**config.mk**
```make
export PLATFORM = sky130hd
export DESIGN_NAME = mpwm_top
export DESIGN_NICKNAME = d
export VERILOG_FILES = /design/src/rtl/mpwm_pkg.sv /design/src/rtl/mpwm_top.sv
export SDC_FILE = /design/constraint.sdc
export NUM_CORES = 1
export LEC_CHECK = 0
export BUFFER_PORTS_ARGS = -buffer_cell sky130_fd_sc_hd__buf_2
export CAP_MARGIN = 0
export CORE_MARGIN = 2
export CORE_UTILIZATION = 28
export DETAILED_ROUTE_END_ITERATION = 12
export GPL_ROUTABILITY_DRIVEN = 0
export PLACE_DENSITY = 0.53
export SYNTH_ARGS = -nofsm -noshare
export SYNTH_HDL_FRONTEND = slang
export SYNTH_SLANG_ARGS = --single-unit
```
**constraint.sdc**
```tcl
create_clock -name mclk -period 2.55 [get_ports mclk]
set_input_delay 0 -clock mclk [delete_from_list [all_inputs] [get_ports mclk]]
set_output_delay 0 -clock mclk [all_outputs]
set_load 0.01 [all_outputs]
```
**src/rtl/mpwm_pkg.sv**
```systemverilog
// Summary of operation
// - Each oscillator cycle start sets both the upper and the lower latch, except a latch whose comparator is high.
// - A high PWM comparator result resets the upper latch and ends bottom conduction.
// - Pulse width gating acts only on the bottom drives; top drives follow commutation.
// - A current sense result above threshold resets the lower latch and ends conduction.
// - After an overcurrent turn-off the switch stays off until the next cycle start.
// - At most one conduction pulse occurs in any oscillator cycle.
// - Current sense high with valid sensors, brake low and enable high turns bottoms off, fault low.
// - Any undervoltage flag asserts fault, turns tops off and holds bottoms low.
// - Fault is low on invalid code, enable low, overcurrent outside braking, undervoltage or overheat.
// - Thermal shutdown acts exactly like the output enable held low.
// - Fault and the three top drives are active low.
// - An invalid sensor code with brake low turns all drives off and pulls fault low.
// - Valid sensors, brake low and enable low turn all drives off, fault low.
package mpwm_pkg;
	// APB register byte addresses
	localparam logic [7:0] ctrl_addr      = 8'h00;
	localparam logic [7:0] status_addr    = 8'h04;
	localparam logic [7:0] count_addr     = 8'h08;
	// Control register fields
	localparam int         ctrl_enable_bit = 0;
	localparam int         ctrl_brake_bit  = 1;
	localparam logic [1:0] ctrl_reset      = 2'h1;
	// Status register field positions
	localparam int         st_upper_bit   = 0;
	localparam int         st_lower_bit   = 1;
	localparam int         st_valid_bit   = 2;
	localparam int         st_uv_bit      = 3;
	localparam int         st_therm_bit   = 4;
	localparam int         st_ocur_bit    = 5;
	localparam int         st_fault_bit   = 6;
	localparam int         st_step_lsb    = 8;
	// Sensor decode: invalid step marker and last step index
	localparam logic [2:0] step_invalid   = 3'h7;
	localparam logic [2:0] step_last      = 3'h5;
	// Phase indices for the six-step table
	localparam logic [1:0] ph_a           = 2'h0;
	localparam logic [1:0] ph_b           = 2'h1;
	localparam logic [1:0] ph_c           = 2'h2;
	localparam logic [2:0] drv_off        = 3'h0;
	localparam logic [2:0] drv_all        = 3'h7;
	localparam logic [15:0] cnt_reset     = 16'h0000;
	localparam logic [31:0] rd_zero       = 32'h0000_0000;
endpackage : mpwm_pkg

```
**src/rtl/mpwm_top.sv**
```systemverilog
`timescale 1ns/1ps
// Dual-latch PWM and protection logic for a three-phase bridge controller
module mpwm_top (
	input  wire logic        mclk,
	input  wire logic        reset_n,
	// APB slave
	input  wire logic        psel,
	input  wire logic        penable,
	input  wire logic        pwrite,
	input  wire logic [7:0]  paddr,
	input  wire logic [31:0] pwdata,
	output logic [31:0]      prdata,
	output logic             pready,
	output logic             pslverr,
	// Motor control inputs
	input  wire logic        osc_start,
	input  wire logic        pwm_cmp,
	input  wire logic        cur_sense,
	input  wire logic        uv_logic_supply,
	input  wire logic        uv_bottom_drive_supply,
	input  wire logic        uv_reference,
	input  wire logic        thermal_shutdown,
	input  wire logic        out_enable,
	input  wire logic        brake,
	input  wire logic        sel_60deg,
	input  wire logic        fwd_rev,
	input  wire logic [2:0]  sensor,
	// Drive outputs
	output logic [2:0]       top_drive_n,
	output logic [2:0]       bottom_drive,
	output logic             fault_n
);

	// Map a sensor code to a six-step position, or the invalid marker
	function automatic logic [2:0] mpwm_step(input logic [2:0] code, input logic sel60);
		logic [2:0] s;
		s = mpwm_pkg::step_invalid;
		if (sel60) begin
			case (code)
				3'h4: s = 3'h0;
				3'h6: s = 3'h1;
				3'h7: s = 3'h2;
				3'h3: s = 3'h3;
				3'h1: s = 3'h4;
				3'h0: s = 3'h5;
				default: s = mpwm_pkg::step_invalid;
			endcase
		end else begin
			case (code)
				3'h4: s = 3'h0;
				3'h6: s = 3'h1;
				3'h2: s = 3'h2;
				3'h3: s = 3'h3;
				3'h1: s = 3'h4;
				3'h5: s = 3'h5;
				default: s = mpwm_pkg::step_invalid;
			endcase
		end
		return s;
	endfunction : mpwm_step

	// One-hot mask for a phase index
	function automatic logic [2:0] mpwm_onehot(input logic [1:0] ph);
		logic [2:0] m;
		m = mpwm_pkg::drv_off;
		m[ph] = 1'b1;
		return m;
	endfunction : mpwm_onehot

	// Reset release through two flip-flops
	// Entry into reset is immediate; only the exit is timed to the clock
	logic rst_meta;
	logic rst_sync;
	always_ff @(posedge mclk or negedge reset_n) begin
		if (!reset_n) begin
			rst_meta <= 1'b0;
			rst_sync <= 1'b0;
		end else begin
			rst_meta <= 1'b1;
			rst_sync <= rst_meta;
		end
	end

	// Registered comparator and flag inputs
	// One stage only: inputs arrive synchronous, and every extra stage delays protection
	logic       osc_q;
	logic       osc_prev;
	logic       pwm_q;
	logic       cs_q;
	logic       uv_q;
	logic       therm_q;
	logic       en_q;
	logic       brake_q;
	logic       sel60_q;
	logic       fr_q;
	logic [2:0] sensor_q;
	always_ff @(posedge mclk or negedge rst_sync) begin
		if (!rst_sync) begin
			osc_q    <= 1'b0;
			osc_prev <= 1'b0;
			pwm_q    <= 1'b0;
			cs_q     <= 1'b0;
			uv_q     <= 1'b1;
			therm_q  <= 1'b0;
			en_q     <= 1'b0;
			brake_q  <= 1'b0;
			sel60_q  <= 1'b0;
			fr_q     <= 1'b0;
			sensor_q <= mpwm_pkg::drv_off;
		end else begin
			osc_q    <= osc_start;
			osc_prev <= osc_q;
			pwm_q    <= pwm_cmp;
			cs_q     <= cur_sense;
			uv_q     <= uv_logic_supply | uv_bottom_drive_supply | uv_reference;
			therm_q  <= thermal_shutdown;
			en_q     <= out_enable;
			brake_q  <= brake;
			sel60_q  <= sel_60deg;
			fr_q     <= fwd_rev;
			sensor_q <= sensor;
		end
	end

	// Cycle start is the rising edge, so a long discharge still sets the latches once
	// A second set needs osc_start to drop for at least one cycle first
	logic cycle_start;
	assign cycle_start = osc_q & ~osc_prev;

	// Software control register
	logic [1:0] ctrl;

	// Upper (PWM) and lower (current sense) latches; reset has priority over set
	// A comparator still high at cycle start therefore keeps that cycle dark
	logic upper_latch;
	logic lower_latch;
	always_ff @(posedge mclk or negedge rst_sync) begin
		if (!rst_sync) begin
			upper_latch <= 1'b0;
		end else if (pwm_q) begin
			upper_latch <= 1'b0;
		end else if (cycle_start) begin
			upper_latch <= 1'b1;
		end
	end

	// Once cleared by overcurrent the lower latch waits for the next cycle start
	always_ff @(posedge mclk or negedge rst_sync) begin
		if (!rst_sync) begin
			lower_latch <= 1'b0;
		end else if (cs_q) begin
			lower_latch <= 1'b0;
		end else if (cycle_start) begin
			lower_latch <= 1'b1;
		end
	end

	// Commutation decode: step to top and bottom phase
	// Invalid codes fall to default; the lockout logic keeps them off the pins
	logic [2:0] step;
	logic       sensor_valid;
	logic [1:0] top_ph;
	logic [1:0] bot_ph;
	always_comb begin
		step = mpwm_step(sensor_q, sel60_q);
		sensor_valid = (step != mpwm_pkg::step_invalid);
		case (step)
			3'h0: begin
				top_ph = mpwm_pkg::ph_a;
				bot_ph = mpwm_pkg::ph_c;
			end
			3'h1: begin
				top_ph = mpwm_pkg::ph_b;
				bot_ph = mpwm_pkg::ph_c;
			end
			3'h2: begin
				top_ph = mpwm_pkg::ph_b;
				bot_ph = mpwm_pkg::ph_a;
			end
			3'h3: begin
				top_ph = mpwm_pkg::ph_c;
				bot_ph = mpwm_pkg::ph_a;
			end
			3'h4: begin
				top_ph = mpwm_pkg::ph_c;
				bot_ph = mpwm_pkg::ph_b;
			end
			default: begin
				top_ph = mpwm_pkg::ph_a;
				bot_ph = mpwm_pkg::ph_b;
			end
		endcase
	end

	// Lockout conditions; thermal shutdown folds into the enable path
	logic enable_eff;
	logic brake_eff;
	logic fault_now;
	logic [2:0] com_top;
	logic [2:0] com_bot;
	logic [2:0] next_top;
	logic [2:0] next_bot;
	always_comb begin
		enable_eff = en_q & ~therm_q & ctrl[mpwm_pkg::ctrl_enable_bit];
		brake_eff  = brake_q | ctrl[mpwm_pkg::ctrl_brake_bit];
		// Reverse direction swaps the roles of the two conducting phases
		com_top = fr_q ? mpwm_onehot(top_ph) : mpwm_onehot(bot_ph);
		com_bot = fr_q ? mpwm_onehot(bot_ph) : mpwm_onehot(top_ph);
		// Fault gathers every reason that holds the bridge off
		fault_now = ~sensor_valid | ~enable_eff | cs_q | uv_q;
		// Braking drives current through the bottoms on purpose, so sensing it is no fault
		if (brake_eff) begin
			fault_now = ~sensor_valid | ~enable_eff | uv_q;
		end
		// Undervoltage outranks brake: a weak gate supply must not close any switch
		if (uv_q) begin
			next_top = mpwm_pkg::drv_off;
			next_bot = mpwm_pkg::drv_off;
		end else if (brake_eff) begin
			// Braking shorts the windings through the bottom switches
			next_top = mpwm_pkg::drv_off;
			next_bot = mpwm_pkg::drv_all;
		end else if (!sensor_valid || !enable_eff) begin
			// No trusted position or no permission to run: every switch open
			next_top = mpwm_pkg::drv_off;
			next_bot = mpwm_pkg::drv_off;
		end else begin
			// Tops follow commutation only; pulse gating goes to the bottoms
			next_top = com_top;
			if (cs_q) begin
				// Cut at once, on the same edge that clears the lower latch
				next_bot = mpwm_pkg::drv_off;
			end else if (upper_latch && lower_latch) begin
				// Both latches set: this cycle's single pulse is on
				next_bot = com_bot;
			end else begin
				// Pulse already ended by either comparator
				next_bot = mpwm_pkg::drv_off;
			end
		end
	end

	// Registered drive outputs, top drives and fault inverted for active low
	// Reset parks every switch open with fault asserted until the first decode
	always_ff @(posedge mclk or negedge rst_sync) begin
		if (!rst_sync) begin
			top_drive_n  <= mpwm_pkg::drv_all;
			bottom_drive <= mpwm_pkg::drv_off;
			fault_n      <= 1'b0;
		end else begin
			top_drive_n  <= ~next_top;
			bottom_drive <= next_bot;
			fault_n      <= ~fault_now;
		end
	end

	// Overcurrent counter: counts each rising edge of the registered current sense, braking or not
	logic [15:0] ocur_count;
	logic        cs_prev;
	always_ff @(posedge mclk or negedge rst_sync) begin
		if (!rst_sync) begin
			cs_prev    <= 1'b0;
			ocur_count <= mpwm_pkg::cnt_reset;
		end else begin
			cs_prev <= cs_q;
			// Each new overcurrent counts once; the count sticks at full scale
			if (cs_q && !cs_prev && ocur_count != 16'hffff) begin
				ocur_count <= ocur_count + 16'h0001;
			end
		end
	end

	// APB access decode
	// Access includes pready, so a write lands exactly once per transfer
	logic setup_ph;
	logic access_ph;
	logic wr_hit;
	assign setup_ph  = psel & ~penable;
	assign access_ph = psel & penable & pready;
	assign wr_hit    = access_ph & pwrite;

	// Status word shows latch state, protection causes and decoded step
	// Fault bit reads the registered pin, so software sees what the bridge sees
	logic [31:0] status_word;
	always_comb begin
		status_word = mpwm_pkg::rd_zero;
		status_word[mpwm_pkg::st_upper_bit] = upper_latch;
		status_word[mpwm_pkg::st_lower_bit] = lower_latch;
		status_word[mpwm_pkg::st_valid_bit] = sensor_valid;
		status_word[mpwm_pkg::st_uv_bit]    = uv_q;
		status_word[mpwm_pkg::st_therm_bit] = therm_q;
		status_word[mpwm_pkg::st_ocur_bit]  = cs_q;
		status_word[mpwm_pkg::st_fault_bit] = ~fault_n;
		status_word[mpwm_pkg::st_step_lsb +: 3] = step;
	end

	// Control register write, taken in the access phase
	always_ff @(posedge mclk or negedge rst_sync) begin
		if (!rst_sync) begin
			ctrl <= mpwm_pkg::ctrl_reset;
		end else if (wr_hit && paddr == mpwm_pkg::ctrl_addr) begin
			ctrl <= pwdata[1:0];
		end
	end

	// Answer one cycle after setup; read data is captured in the setup cycle
	always_ff @(posedge mclk or negedge rst_sync) begin
		if (!rst_sync) begin
			pready  <= 1'b0;
			pslverr <= 1'b0;
			prdata  <= mpwm_pkg::rd_zero;
		end else if (setup_ph) begin
			pready  <= 1'b1;
			pslverr <= 1'b0;
			prdata  <= mpwm_pkg::rd_zero;
			// Only the control register takes writes; the other two are read-only
			if (paddr == mpwm_pkg::ctrl_addr) begin
				prdata[1:0] <= ctrl;
			end else if (paddr == mpwm_pkg::status_addr) begin
				if (!pwrite) begin
					prdata <= status_word;
				end else begin
					pslverr <= 1'b1; // Read-only register
				end
			end else if (paddr == mpwm_pkg::count_addr) begin
				if (!pwrite) begin
					prdata[15:0] <= ocur_count;
				end else begin
					pslverr <= 1'b1;
				end
			end else begin
				pslverr <= 1'b1; // Unmapped address
			end
		end else begin
			// Idle or access cycle: the answer stands for one cycle only
			pready  <= 1'b0;
			pslverr <= 1'b0;
			prdata  <= mpwm_pkg::rd_zero;
		end
	end

endmodule : mpwm_top

```
# --- Word level (Yosys, flattened, before mapping) ---
# Index checks and enable logic that the tools add are counted.
op_classes:
  add_sub_neg: 1
  order_cmp: 4
  eq_ne: 15
  mux: 37
  bitwise_logic: 22
  n_reduce_logical: 19
ops:
  columns: ["operator", "n"]
  rows:
  - ["16-bit 2-to-1 mux", 4]
  - ["3-bit one-hot mux with 6 select lines", 2]
  - ["3-bit 2-to-1 mux", 11]
  - ["32-bit 2-to-1 mux", 1]
  - ["30-bit 2-to-1 mux", 1]
  - ["16-bit by 1-bit adder with 16-bit output (second input constant)", 1]
  - ["16-bit inequality test (second input constant)", 1]
  - ["3-bit == test (second input constant)", 5]
  - ["3-bit by 2-bit == test with 1-bit output (second input constant)", 4]
  - ["1-bit 2-to-1 mux", 12]
  - ["11-bit 2-to-1 mux", 1]
  - ["8-bit by 3-bit == test with 1-bit output (second input constant)", 1]
  - ["8-bit by 4-bit == test with 1-bit output (second input constant)", 1]
  - ["8-bit logical NOT", 1]
  - ["2-bit one-hot mux with 2 select lines", 2]
  - ["2-bit OR reduction", 4]
  - ["1-bit bitwise AND", 7]
  - ["1-bit NOT", 7]
  - ["1-bit OR", 7]
  - ["3-bit by 1-bit == test with 1-bit output (second input constant)", 2]
  - ["1-bit logical AND", 6]
  - ["3-bit logical NOT", 2]
  - ["2-bit by 3-bit less-than comparator with 1-bit output (second input constant)", 2]
  - ["1-bit demux with 2-bit select", 2]
  - ["other kinds (7)", 11]
totals:
  ff_bits: 77
  input_bits: 59
  output_inout_bits: 41

# --- Logic depth before layout (Yosys ltp) ---
# Gate-level depths: netlist of the first run.
logic_depth:
  ltp_word: 16
  depth_mapped: 5
  mapped_depth_nobuf: 5

# --- Worst setup path after synthesis of the first run ---
# OpenSTA, ideal clock, no wires.
synth_timing:
  path_type: "reg-to-reg"
  start: "register ocur_count[0]"
  end: "register ocur_count[1]"
  setup_ps: 128
  arrival_ps: 1494
  setup_slack_ps: 928
  stages_incl_launch_ff: 6
  n_path_buf: 0
  synth_period_minus_slack_ps: 1622
  cell_sequence: "dfrtp_1 > ha_1 > nand3_1 > nor4_1 > nor2b_1 > mux2_1"
synth_via:
  elab_chain_len: 2
synth_rtl:
  columns: ["element", "line", "rtl"]
  rows:
  - ["from (decl)", "mpwm_top.sv:258", "logic [15:0] ocur_count;"]
  - ["from (signal assigned)", "mpwm_top.sv:263", "ocur_count <= mpwm_pkg::cnt_reset;"]
  - ["from (signal assigned)", "mpwm_top.sv:268", "ocur_count <= ocur_count + 16'h0001;"]
  - ["branches (longest 2 deep; another with 16-bit by 1-bit adder with 16-bit output)", null, null]
# Parallel ways; which one is timed is not known.
# A chain may end at the register's enable or synchronous reset.

# --- Final worst setup path of the first run ---
layout_timing:
  start: "input port paddr[5]"
  end: "register prdata[0]"
layout_via:
  elab_chain_len: 5
layout_rtl:
  columns: ["element", "line", "rtl"]
  rows:
  - ["from (decl)", "mpwm_top.sv:10", "input wire logic [7:0] paddr,"]
  - ["8-bit by 4-bit == test with 1-bit output", "mpwm_top.sv:325", "end else if (paddr == mpwm_pkg::count_addr) begin"]
  - ["16-bit 2-to-1 mux", "mpwm_top.sv:325", null]
  - ["16-bit 2-to-1 mux", "mpwm_top.sv:319", "end else if (paddr == mpwm_pkg::status_addr) begin"]
  - ["2-bit 2-to-1 mux *", "mpwm_top.sv:317", "if (paddr == mpwm_pkg::ctrl_addr) begin"]
  - ["32-bit 2-to-1 mux *", "mpwm_top.sv:312", "end else if (setup_ph) begin"]
  - ["to (signal assigned)", "mpwm_top.sv:318", "prdata[1:0] <= ctrl;"]
  - ["to (signal assigned)", "mpwm_top.sv:321", "prdata <= status_word;"]
  - ["to (signal assigned)", "mpwm_top.sv:327", "prdata[15:0] <= ocur_count;"]
  - ["to (decl)", "mpwm_top.sv:12", "output logic [31:0] prdata,"]
# Every way passes the cells marked *; elsewhere a longest branch is shown, timed or not.

==> out/qor.yml, run 1 <==
start_util: 0.287
synthToLayoutAreaGrowth_pct: 26.7
synth_edf_count: 0
dp_hpwl_um: 4100
drt_iter0_drc: 115
leakage_uw: 0.00162
synth_fa_ha_area_frac: 0.00450
rows: 36
drc: 0
synth_mux_area_frac: 0.0266
io-pin-count: 100
async_reset_ff_frac: 1.00
dieHeight_um: 104
postSynthAreaPerCell_um2: 10.7
clk_path_buf_depth: 2
antenna_found_initial: 0
post_synth_instance_area_mm2: 0.00278
vias: 2101
post_drt_wl_per_cell_um: 12.3
stdcell_count: 477
slew_violations: 0
fin_util: 0.364
fin_skew_ns: 0.0109
required_ns: 2.80
die-area_mm2: 0.0107
power_uw: 2240
ant_nets: 0
synthXorXnorAreaFrac: 0.0315
hold_ws_ns: 0.0773
ys_seq_elements: 61
relSlewSlack: 0.492
cts_resized: 0
dp.cells: 439
vdd_drop_max_v: 0.000236
io_buffers: 53
wl_um: 5860
grt_pass1_vias: 2049
ctsHoldBuffers: 22
setup_viol: 0
max_freq_mhz: 513
worst_setup_hold_path_clk_slew_ns: 0.06
cap_viol_max_count: 0
yosysWarnings: 0
arrival_ns: 2.20
antenna_cells: 0
coreArea_mm2: 0.00968
path_class: "in -> reg"
power_density_mw_per_mm2: 635
grt_pass1_wl_um: 10200
crit_path_start_kind: "input pin"
cp-end-kind: "flop"
nNetsFinal: 399
die_w_um: 104
synth_compound_area_frac: 0.112
cp_max_fo: 5
crit_path_max_incr_delay_ns: 0.59
grt_max_degree: 60
synth_area_leaders: "dfrtp_1, dfstp_2, buf_4, a21oi_1, nor2_1"
cts_max_level: 3
crit_chain: "dlygate4sd3_1 -> buf_2 -> nor2_2 -> dlygate4sd3_1 -> nand3_1 -> dlygate4sd3_1 -> nor2_1"
yosys.area_share.simple: 0.208
clockRootBuffer: "clkbuf_8"
postSynthCellCount: 260
hold_violations: 0
clock_sinks: 61
vias_per_cell: 4.40
seq_area_frac_synth: 0.552
gr-total-overflow: 0
period_share: 0.765
rsz0062_at_grt: "false"
cts_tree: "done"
post-route-min-period_ns: 1.95
cts_made_buffers: 9
final.setup.tns_ns: 0
status: "completed"
post_cts_buffers: 0
yosys.cell_types.count: 49
track_usage: 0.120
cp_common_cell: "dlygate4sd3_1"
synth_top_area_cell: "dfrtp_1"
worst_pin_slew_ns: 0.763
fillers: 998
ys.flop_type: "dfrtp_1"
clkLatencyLatePin_ns: 0.33
hp-class: "in -> reg"
synth_top_family_by_area: "simple AND/OR/NAND/NOR gates"
yosysTopAreaCellShare: 0.504
dr.pass1.iters: 4
drive_above_1_share: 0.253
crit_slowest_cell: "dlygate4sd3_1"
[area by class of cell]
type                            count  area, um^2  area share
Multi-Input combinational cell    183        1120       0.319
Tap cell                          133         166      0.0473
Timing Repair Buffer               76         493       0.140
Clock buffer                       14         163      0.0462
Inverter                            8        30.0     0.00853
Clock inverter                      2        10.0     0.00284
Sequential cell                    61        1530       0.436
[worst max-delay path: cells and delay by family]
family	cells	cell delay (ns)
buf+inv	4	1.82
simple gates	3	0.38
[metrics by stage]
stage	setup slack, ns	instance area (um^2)
finish	0.600	3520
global route	0.492	3520
CTS	0.623	3520
detailed placement	0.645	3130
global placement	0.668	3130
floorplan	0.735	2840
[state kept, by name, summed over array words and instances (netlist names), 2 cells and up]
register      count
ctrl              2
bottom_drive      3
sensor_q          3
top_drive_n       3
ocur_count       16
prdata           16
[final timing paths]
| kind | from | to | slack (ns) | cells after the start |
|---|---|---|---|---|
| hold reg to reg | rst_meta | rst_sync | 0.35 | 0 |
| setup reg to reg | ocur_count[0] | ocur_count[1] | 0.64 | 5 |
| min in group asynchronous | rst_sync | ocur_count[10] | 0.41 | 1 |
| hold / removal | paddr[3] | prdata[1] | 0.08 | 3 |
| setup / recovery | paddr[5] | prdata[0] | 0.60 | 7 |
| max in group asynchronous | rst_sync | therm_q | 1.63 | 1 |
[where the power goes]
part	switching, uW	internal, uW	leakage (uW)	total, uW
sequential	131	1060	0.000766	1190
clock	355	404	0.0000905	759
combinational	157	132	0.000768	289
[kinds of logic (layout without fill, tap and decap cells)]
family	count (synthesis)	in the layout
AND/OR/NAND/NOR	101	101
flip-flops	61	61
AO/OA/AOI/OAI	48	48
buffers and inverters	31	100
XOR/XNOR	10	10
multiplexers	6	6
other	2	17
adder cells (fa/ha/maj)	1	1
[cell usage in the layout, fill, tap and decap left out, types with 2 or more instances in the layout]
cell type,instances
nand2b_1,4
nand4_1,7
clkinv_2,2
dfrtp_1,55
xor2_1,7
nand3b_1,2
o21ai_0,9
nand3_1,7
dfstp_2,5
clkbuf_8,11
nor2b_1,10
and2_1,8
a22oi_1,7
o2bb2ai_1,2
a211oi_1,4
mux2_2,2
mux2_4,2
a2bb2oi_1,3
conb_1,17
inv_1,8
nor2_1,17
nand2_1,15
buf_2,53
and4b_1,2
clkbuf_1,3
nor4_1,7
a31oi_1,2
and3_1,4
a21oi_1,16
xnor2_1,3
dlygate4sd3_1,22
nor3_1,7
[synth_stat cells, types with 2 or more instances]
master and instances:
buf_4 16, mux2_4 2, o2bb2ai_1 2, conb_1 2, dfrtp_1 56, xor2_1 7, o21ai_0 9, dfstp_2 5
a211oi_1 4, mux2_2 2, nand2_1 15, a31oi_1 2, nor3_1 7, nor2b_1 10, nand3b_1 2, nand4_1 7
a22oi_1 7, and2_1 8, nor4_1 7, a21oi_1 16, nand3_1 7, xnor2_1 3, and4b_1 2, and3_1 4
a2bb2oi_1 3, clkbuf_1 6, inv_1 8, nand2b_1 4, nor2_1 17
[layer usage]
layer,track usage,up-vias,part of all wire
met4,0.0589,0,0.013
met3,0.0378,9,0.055
met5,0,-,0
li1,-,1040,-
met2,0.165,62,0.43
met1,0.169,990,0.50
No activity file was read; power rests on OpenSTA's default activity.
==> run 2: changes to the inputs <==
==> constraint.sdc (replaced) <==
create_clock -name mclk -period 2 [get_ports mclk]
set_input_delay 0 -clock mclk [delete_from_list [all_inputs] [get_ports mclk]]
set_output_delay 0 -clock mclk [all_outputs]
set_load 0.01 [all_outputs]
==> run 2 against run 1 <==
Net effect:
- first-iteration DRC count is 26% lower
- via count is 2.5% higher
- final cell count rose by 1.3%
- power increased by 38%
- die area unchanged
- setup slack lost 0.47 ns
- critical path depth unchanged
- final area increased by 2.8%
- utilization grew 1.0 points
- sequential cell count unchanged
- clock-buffer cell count decreased by 2
- register-to-register slack worse by 0.40 ns
==> out/qor.yml, run 2 (same netlist as run 1, synthesis figures left out) <==
p_int_uw: 2220  # +40%
antenna_found_initial: 0  # unchanged
drc: 0  # unchanged
io_buffers: 53  # unchanged
power_density_mw_per_mm2: 851  # +34%
grt_pass1_vias: 2102  # +2.6%
clkLatencyLatePin_ns: 0.34  # about the same
final_common_cell: "dfrtp_1"
antenna_cells: 0  # unchanged
path_class: "in -> reg"
dp_hpwl_um: 4320  # +5.4%
top_regs: "ocur_count: 16 flops, prdata: 16 flops"
coreArea_mm2: 0.00968  # unchanged
clk_path_buf_depth: 2  # unchanged
synthToLayoutAreaGrowth_pct: 30.3
p_clk_frac: 0.372  # +0.033
setup_viol: 0  # unchanged
rows: 36  # unchanged
leakage_uw: 0.00168  # +3.4%
cts_tree: "done"
die_w_um: 104  # unchanged
track_usage: 0.120  # +0.000585
grt_pass1_wl_um: 10100  # -0.33%
max_freq_mhz: 535
cap_viol_max_count: 0  # unchanged
final.setup.tns_ns: 0  # unchanged
wl_um: 6050  # +3.3%
crit_path_start_kind: "input pin"
die-area_mm2: 0.0107  # unchanged
seqPwrFrac: 0.484  # -0.048
dieHeight_um: 104  # unchanged
hp-class: "reg -> async"
cts_made_buffers: 9  # unchanged
relSlewSlack: 0.641  # +0.149
comb_power_share: 0.143  # +0.014
cp-end-kind: "flop"
sw_frac_of_total: 0.279  # -0.00842
dp.cells: 445  # +1.4%
netSwitchingPower_uw: 860  # +34%
dr.pass1.iters: 5  # +1
final_cell_mix: "dfrtp_1, buf_2, dlygate4sd3_1"
post_drt_wl_per_cell_um: 12.5  # +2.0%
cp_max_fo: 5  # unchanged
slew_violations: 0  # unchanged
io-pin-count: 100  # unchanged
design_area_mm2: 0.00362  # +2.8%
arrival_ns: 2.14  # -0.06 ns
stdcell_count: 483  # +1.3%
period_share: 0.934
rsz0062_at_grt: "false"
required_ns: 2.28  # -0.52 ns
start_util: 0.287  # unchanged
nNetsFinal: 405  # +1.5%
finalWorstSetupSlack_ns: 0.131  # -0.469 ns
vias_per_cell: 4.46  # +1.2%
fin_skew_ns: 0.00803  # -0.00285 ns
post-route-min-period_ns: 1.87
place_area_mm2: 0.00319  # +1.8%
ant_nets: 0  # unchanged
hold_violations: 0  # unchanged
post-place-ws_ns: 0.258  # -0.386 ns
clock_sinks: 61  # unchanged
vdd_drop_max_v: 0.000401  # +70%
grt_max_degree: 32  # -47%
vias: 2154  # +2.5%
drive_above_1_share: 0.274  # +0.0214
clockRootBuffer: "clkbuf_8"
worst_pin_slew_ns: 0.534  # -0.228 ns
drt_iter0_drc: 85  # -26%
status: "completed"
cts_max_level: 3  # unchanged
gr-total-overflow: 0  # unchanged
worst_setup_hold_path_clk_slew_ns: 0.07  # about the same
-- run 2: cell count changes in the layout (fill, tap and decap cells not counted), sizes merged --
cell    change
clkinv      +1
buf         +6
bufinv      +1
clkbuf      -2
-- run 2: critical path, cell delays in order --
cell and delay (ns):
dlygate4sd3_1 0.53, buf_2 0.13, nor2_4 0.13, dlygate4sd3_1 0.57, nand3_1 0.07, dlygate4sd3_1 0.59
nor2_1 0.12
-- run 2: path summary, 6_finish.rpt --
kind | endpoint | startpoint | slack [ns] | cells past startpoint
max | prdata[1] | paddr[4] | 0.13 | 7
min | prdata[5] | rst_sync | 0.07 | 0
max in group asynchronous | top_drive_n[2] | rst_sync | 1.36 | 1
min reg2reg | prdata[5] | rst_sync | 0.07 | 0
max reg2reg | ocur_count[1] | ocur_count[1] | 0.24 | 5
min in group mclk | prdata[1] | paddr[3] | 0.07 | 3
-- run 2: final cells by class --
type,count,area (um^2)
well taps,133,166
flip-flops and latches,61,1530
inverters,8,30.0
fillers,976,6060
clock inverters,4,45.0
multi-input cells,183,1130
repair buffers,82,551
clock buffers,12,165
-- run 2: what timing repair did --
action,CTS,global route
hold endpoints to repair,19,0
hold buffers,22,0
resized for setup,0,1
setup endpoints to repair,0,2
buffers inserted,0,0
-- run 2: power by group through the flow --
stage          Sequential (uW)  Combinational (uW)  Clock (uW)
2_1_floorplan             1490                 268           0
3_3_place_gp              1510                 400           0
3_5_place_dp              1510                 410           0
4_1_cts                   1490                 442        1190
5_1_grt                   1510                 501        1240
6_report                  1490                 442        1150
-- run 2: per-layer routing --
metal | GRT usage | vias to the layer above | wire (um)
met3 | 0.0396 | 12 | 349
li1 | - | 1062 | -
met5 | 0 | - | 0
met4 | 0.0608 | 0 | 124
met2 | 0.181 | 63 | 2730
met1 | 0.155 | 1017 | 2850
-- run 2: through the flow --
stage	power, uW	utilization	hold WS, ns
2_1_floorplan	1760	-	-0.296
3_3_place_gp	1910	0.329	-0.213
3_5_place_dp	1920	0.329	-0.210
4_1_cts	3130	0.373	0.0481
5_1_grt	3250	0.374	0.0725
6_report	3080	0.374	0.0694
==> run 3: changes to the inputs <==
--- a/config.mk
+++ b/config.mk
@@ -7,11 +7,13 @@
 export LEC_CHECK = 0
 export BUFFER_PORTS_ARGS = -buffer_cell sky130_fd_sc_hd__buf_2
 export CAP_MARGIN = 0
+export CELL_PAD_IN_SITES_DETAIL_PLACEMENT = 1
+export CELL_PAD_IN_SITES_GLOBAL_PLACEMENT = 1
 export CORE_MARGIN = 2
 export CORE_UTILIZATION = 28
 export DETAILED_ROUTE_END_ITERATION = 12
 export GPL_ROUTABILITY_DRIVEN = 0
-export PLACE_DENSITY = 0.53
+export PLACE_DENSITY = 0.66
 export SYNTH_ARGS = -nofsm -noshare
 export SYNTH_HDL_FRONTEND = slang
 export SYNTH_SLANG_ARGS = --single-unit
==> run 3 against run 2 <==
Net effect:
- via count grew 2.4%
- non-clock buffer count rose by 2
- critical endpoint unchanged
- clock power grew 5%
==> out/qor.yml, run 3 (same netlist as run 1, synthesis figures left out) <==
path_class: "in -> reg"
final_common_cell: "dfrtp_1"
status: "completed"
vdd_drop_max_v: 0.000360  # -10%
clk_path_buf_depth: 2  # unchanged
synthToLayoutAreaGrowth_pct: 30.5
nNetsFinal: 407  # +0.49%
dp.cells: 447  # +0.45%
cp_common_cell: "dlygate4sd3_1"
crit_path_start_kind: "input pin"
grt_pass1_vias: 2375  # +13%
drt_iter0_drc: 86  # +1.2%
stdcell_count: 485  # +0.41%
clock_sinks: 61  # unchanged
coreArea_mm2: 0.00968  # unchanged
start_util: 0.287  # unchanged
track_usage: 0.134  # +0.0138
fillers: 1100  # +13%
final.setup.tns_ns: 0  # unchanged
grt_max_degree: 23  # -28%
cts_tree: "done"
required_ns: 2.26  # -0.02 ns
io-pin-count: 100  # unchanged
vias: 2205  # +2.4%
slew_violations: 0  # unchanged
power_density_mw_per_mm2: 868  # +2.0%
dp_hpwl_um: 4810  # +11%
final_cell_mix: "dfrtp_1, buf_2, dlygate4sd3_1"
worst_pin_slew_ns: 0.553  # +0.0187 ns
fin_skew_ns: 0.0105  # +0.00244 ns
io_buffers: 53  # unchanged
cp-end-kind: "flop"
antenna_found_initial: 0  # unchanged
die-area_mm2: 0.0107  # unchanged
relSlewSlack: 0.628  # -0.0126
cp_top_family: "buffers and inverters"
worst_setup_hold_path_clk_slew_ns: 0.07  # about the same
period_share: 0.955  # +0.0212
cp_max_fo: 5  # unchanged
arrival_ns: 2.18  # +0.04 ns
vias_per_cell: 4.55  # +1.9%
rows: 36  # unchanged
cts_max_level: 3  # unchanged
top_regs: "ocur_count: 16 flops, prdata: 16 flops"
post_cts_buffers: 0  # unchanged
drc: 0  # unchanged
grt_pass1_wl_um: 11500  # +13%
hold_violations: 0  # unchanged
hp-class: "in -> reg"
ant_nets: 0  # unchanged
ff2ff_setup_slack_ns: 0.18  # -0.06 ns
clkLatencyLatePin_ns: 0.34  # about the same
die_w_um: 104  # unchanged
cap_viol_max_count: 0  # unchanged
clockRootBuffer: "clkbuf_8"
setup_viol: 0  # unchanged
post_drt_wl_per_cell_um: 14.0  # +12%
crit_chain: "dlygate4sd3_1 -> buf_2 -> nor2_4 -> dlygate4sd3_1 -> nand3_1 -> dlygate4sd3_1 -> nor2_1"
dr.pass1.iters: 4  # -1
drive_above_1_share: 0.278  # +0.00412
cts_made_buffers: 9  # unchanged
critPathBufInv: 4  # unchanged
dieHeight_um: 104  # unchanged
max_freq_mhz: 523  # -2.2%
gr-total-overflow: 0  # unchanged
leakage_uw: 0.00168  # -0.13%
rsz0062_at_grt: "false"
wl_um: 6770  # +12%
crit_slowest_cell: "dlygate4sd3_1"
crit_path_max_incr_delay_ns: 0.59  # about the same
post-route-min-period_ns: 1.91  # +0.0424 ns
antenna_cells: 0  # unchanged
-- run 3: changes by cell type in the layout (fill, tap and decap cells not counted), sizes merged --
cell / delta
buf: +2
clkinvlp: +2
clkbuf: -3
bufinv: +1
-- run 3: power breakdown --
part / leakage [uW] / internal, uW / total [uW] / switching [uW]
logic: 0.000806 / 203 / 447 / 244
clock network: 0.000105 / 694 / 1210 / 514
registers: 0.000766 / 1350 / 1490 / 146
-- run 3: cell type report --
cell class              instances  area (um^2)  area share
flip-flops and latches         61         1530       0.423
multi-input cells             183         1130       0.311
repair buffers                 84          553       0.152
well taps                     133          166      0.0459
clock buffers                   9          124      0.0341
clock inverters                 7         90.1      0.0248
inverters                       8         30.0     0.00828
-- run 3: worst register-to-register path: cells and delay by family (launching register included) --
family | cells | cell delay (ns)
adders and majority gates | 1 | 0.22
and+or+nand+nor | 3 | 0.80
muxes | 1 | 0.33
DFF | 1 | 0.37
-- run 3: worst paths after layout --
check,to,cells past startpoint,from
max,prdata[1],7,paddr[5]
min,prdata[0],3,paddr[3]
max reg2reg,ocur_count[1],5,ocur_count[1]
min reg2reg,ocur_count[5],0,rst_sync
max in group asynchronous,top_drive_n[1],1,rst_sync
min in group asynchronous,ocur_count[5],0,rst_sync
-- run 3: routing by layer --
layer	track usage	up-vias	share of wire
met5	0	-	0
met4	0.0608	0	0.014
met3	0.0302	9	0.045
met2	0.218	64	0.47
met1	0.171	1074	0.47
li1	-	1058	-
-- run 3: metrics by stage --
stage	worst slack [ns]	utilization	power [uW]	hold WS (ns)	cell area, um^2
floorplan	0.185	-	1760	-0.296	2840
global placement	0.249	0.329	1910	-0.215	3190
detailed placement	0.221	0.329	1920	-0.214	3190
CTS	0.108	0.374	3180	0.0552	3620
global route	0.0412	0.375	3330	0.0705	3630
finish	0.0890	0.375	3150	0.0722	3630
-- run 3: repair_timing --
action | in CTS | in global routing
hold buffers | 22 | 0
hold endpoints to repair | 19 | 0
endpoints found under the setup margin | 0 | 1
gates resized for setup | 0 | 1
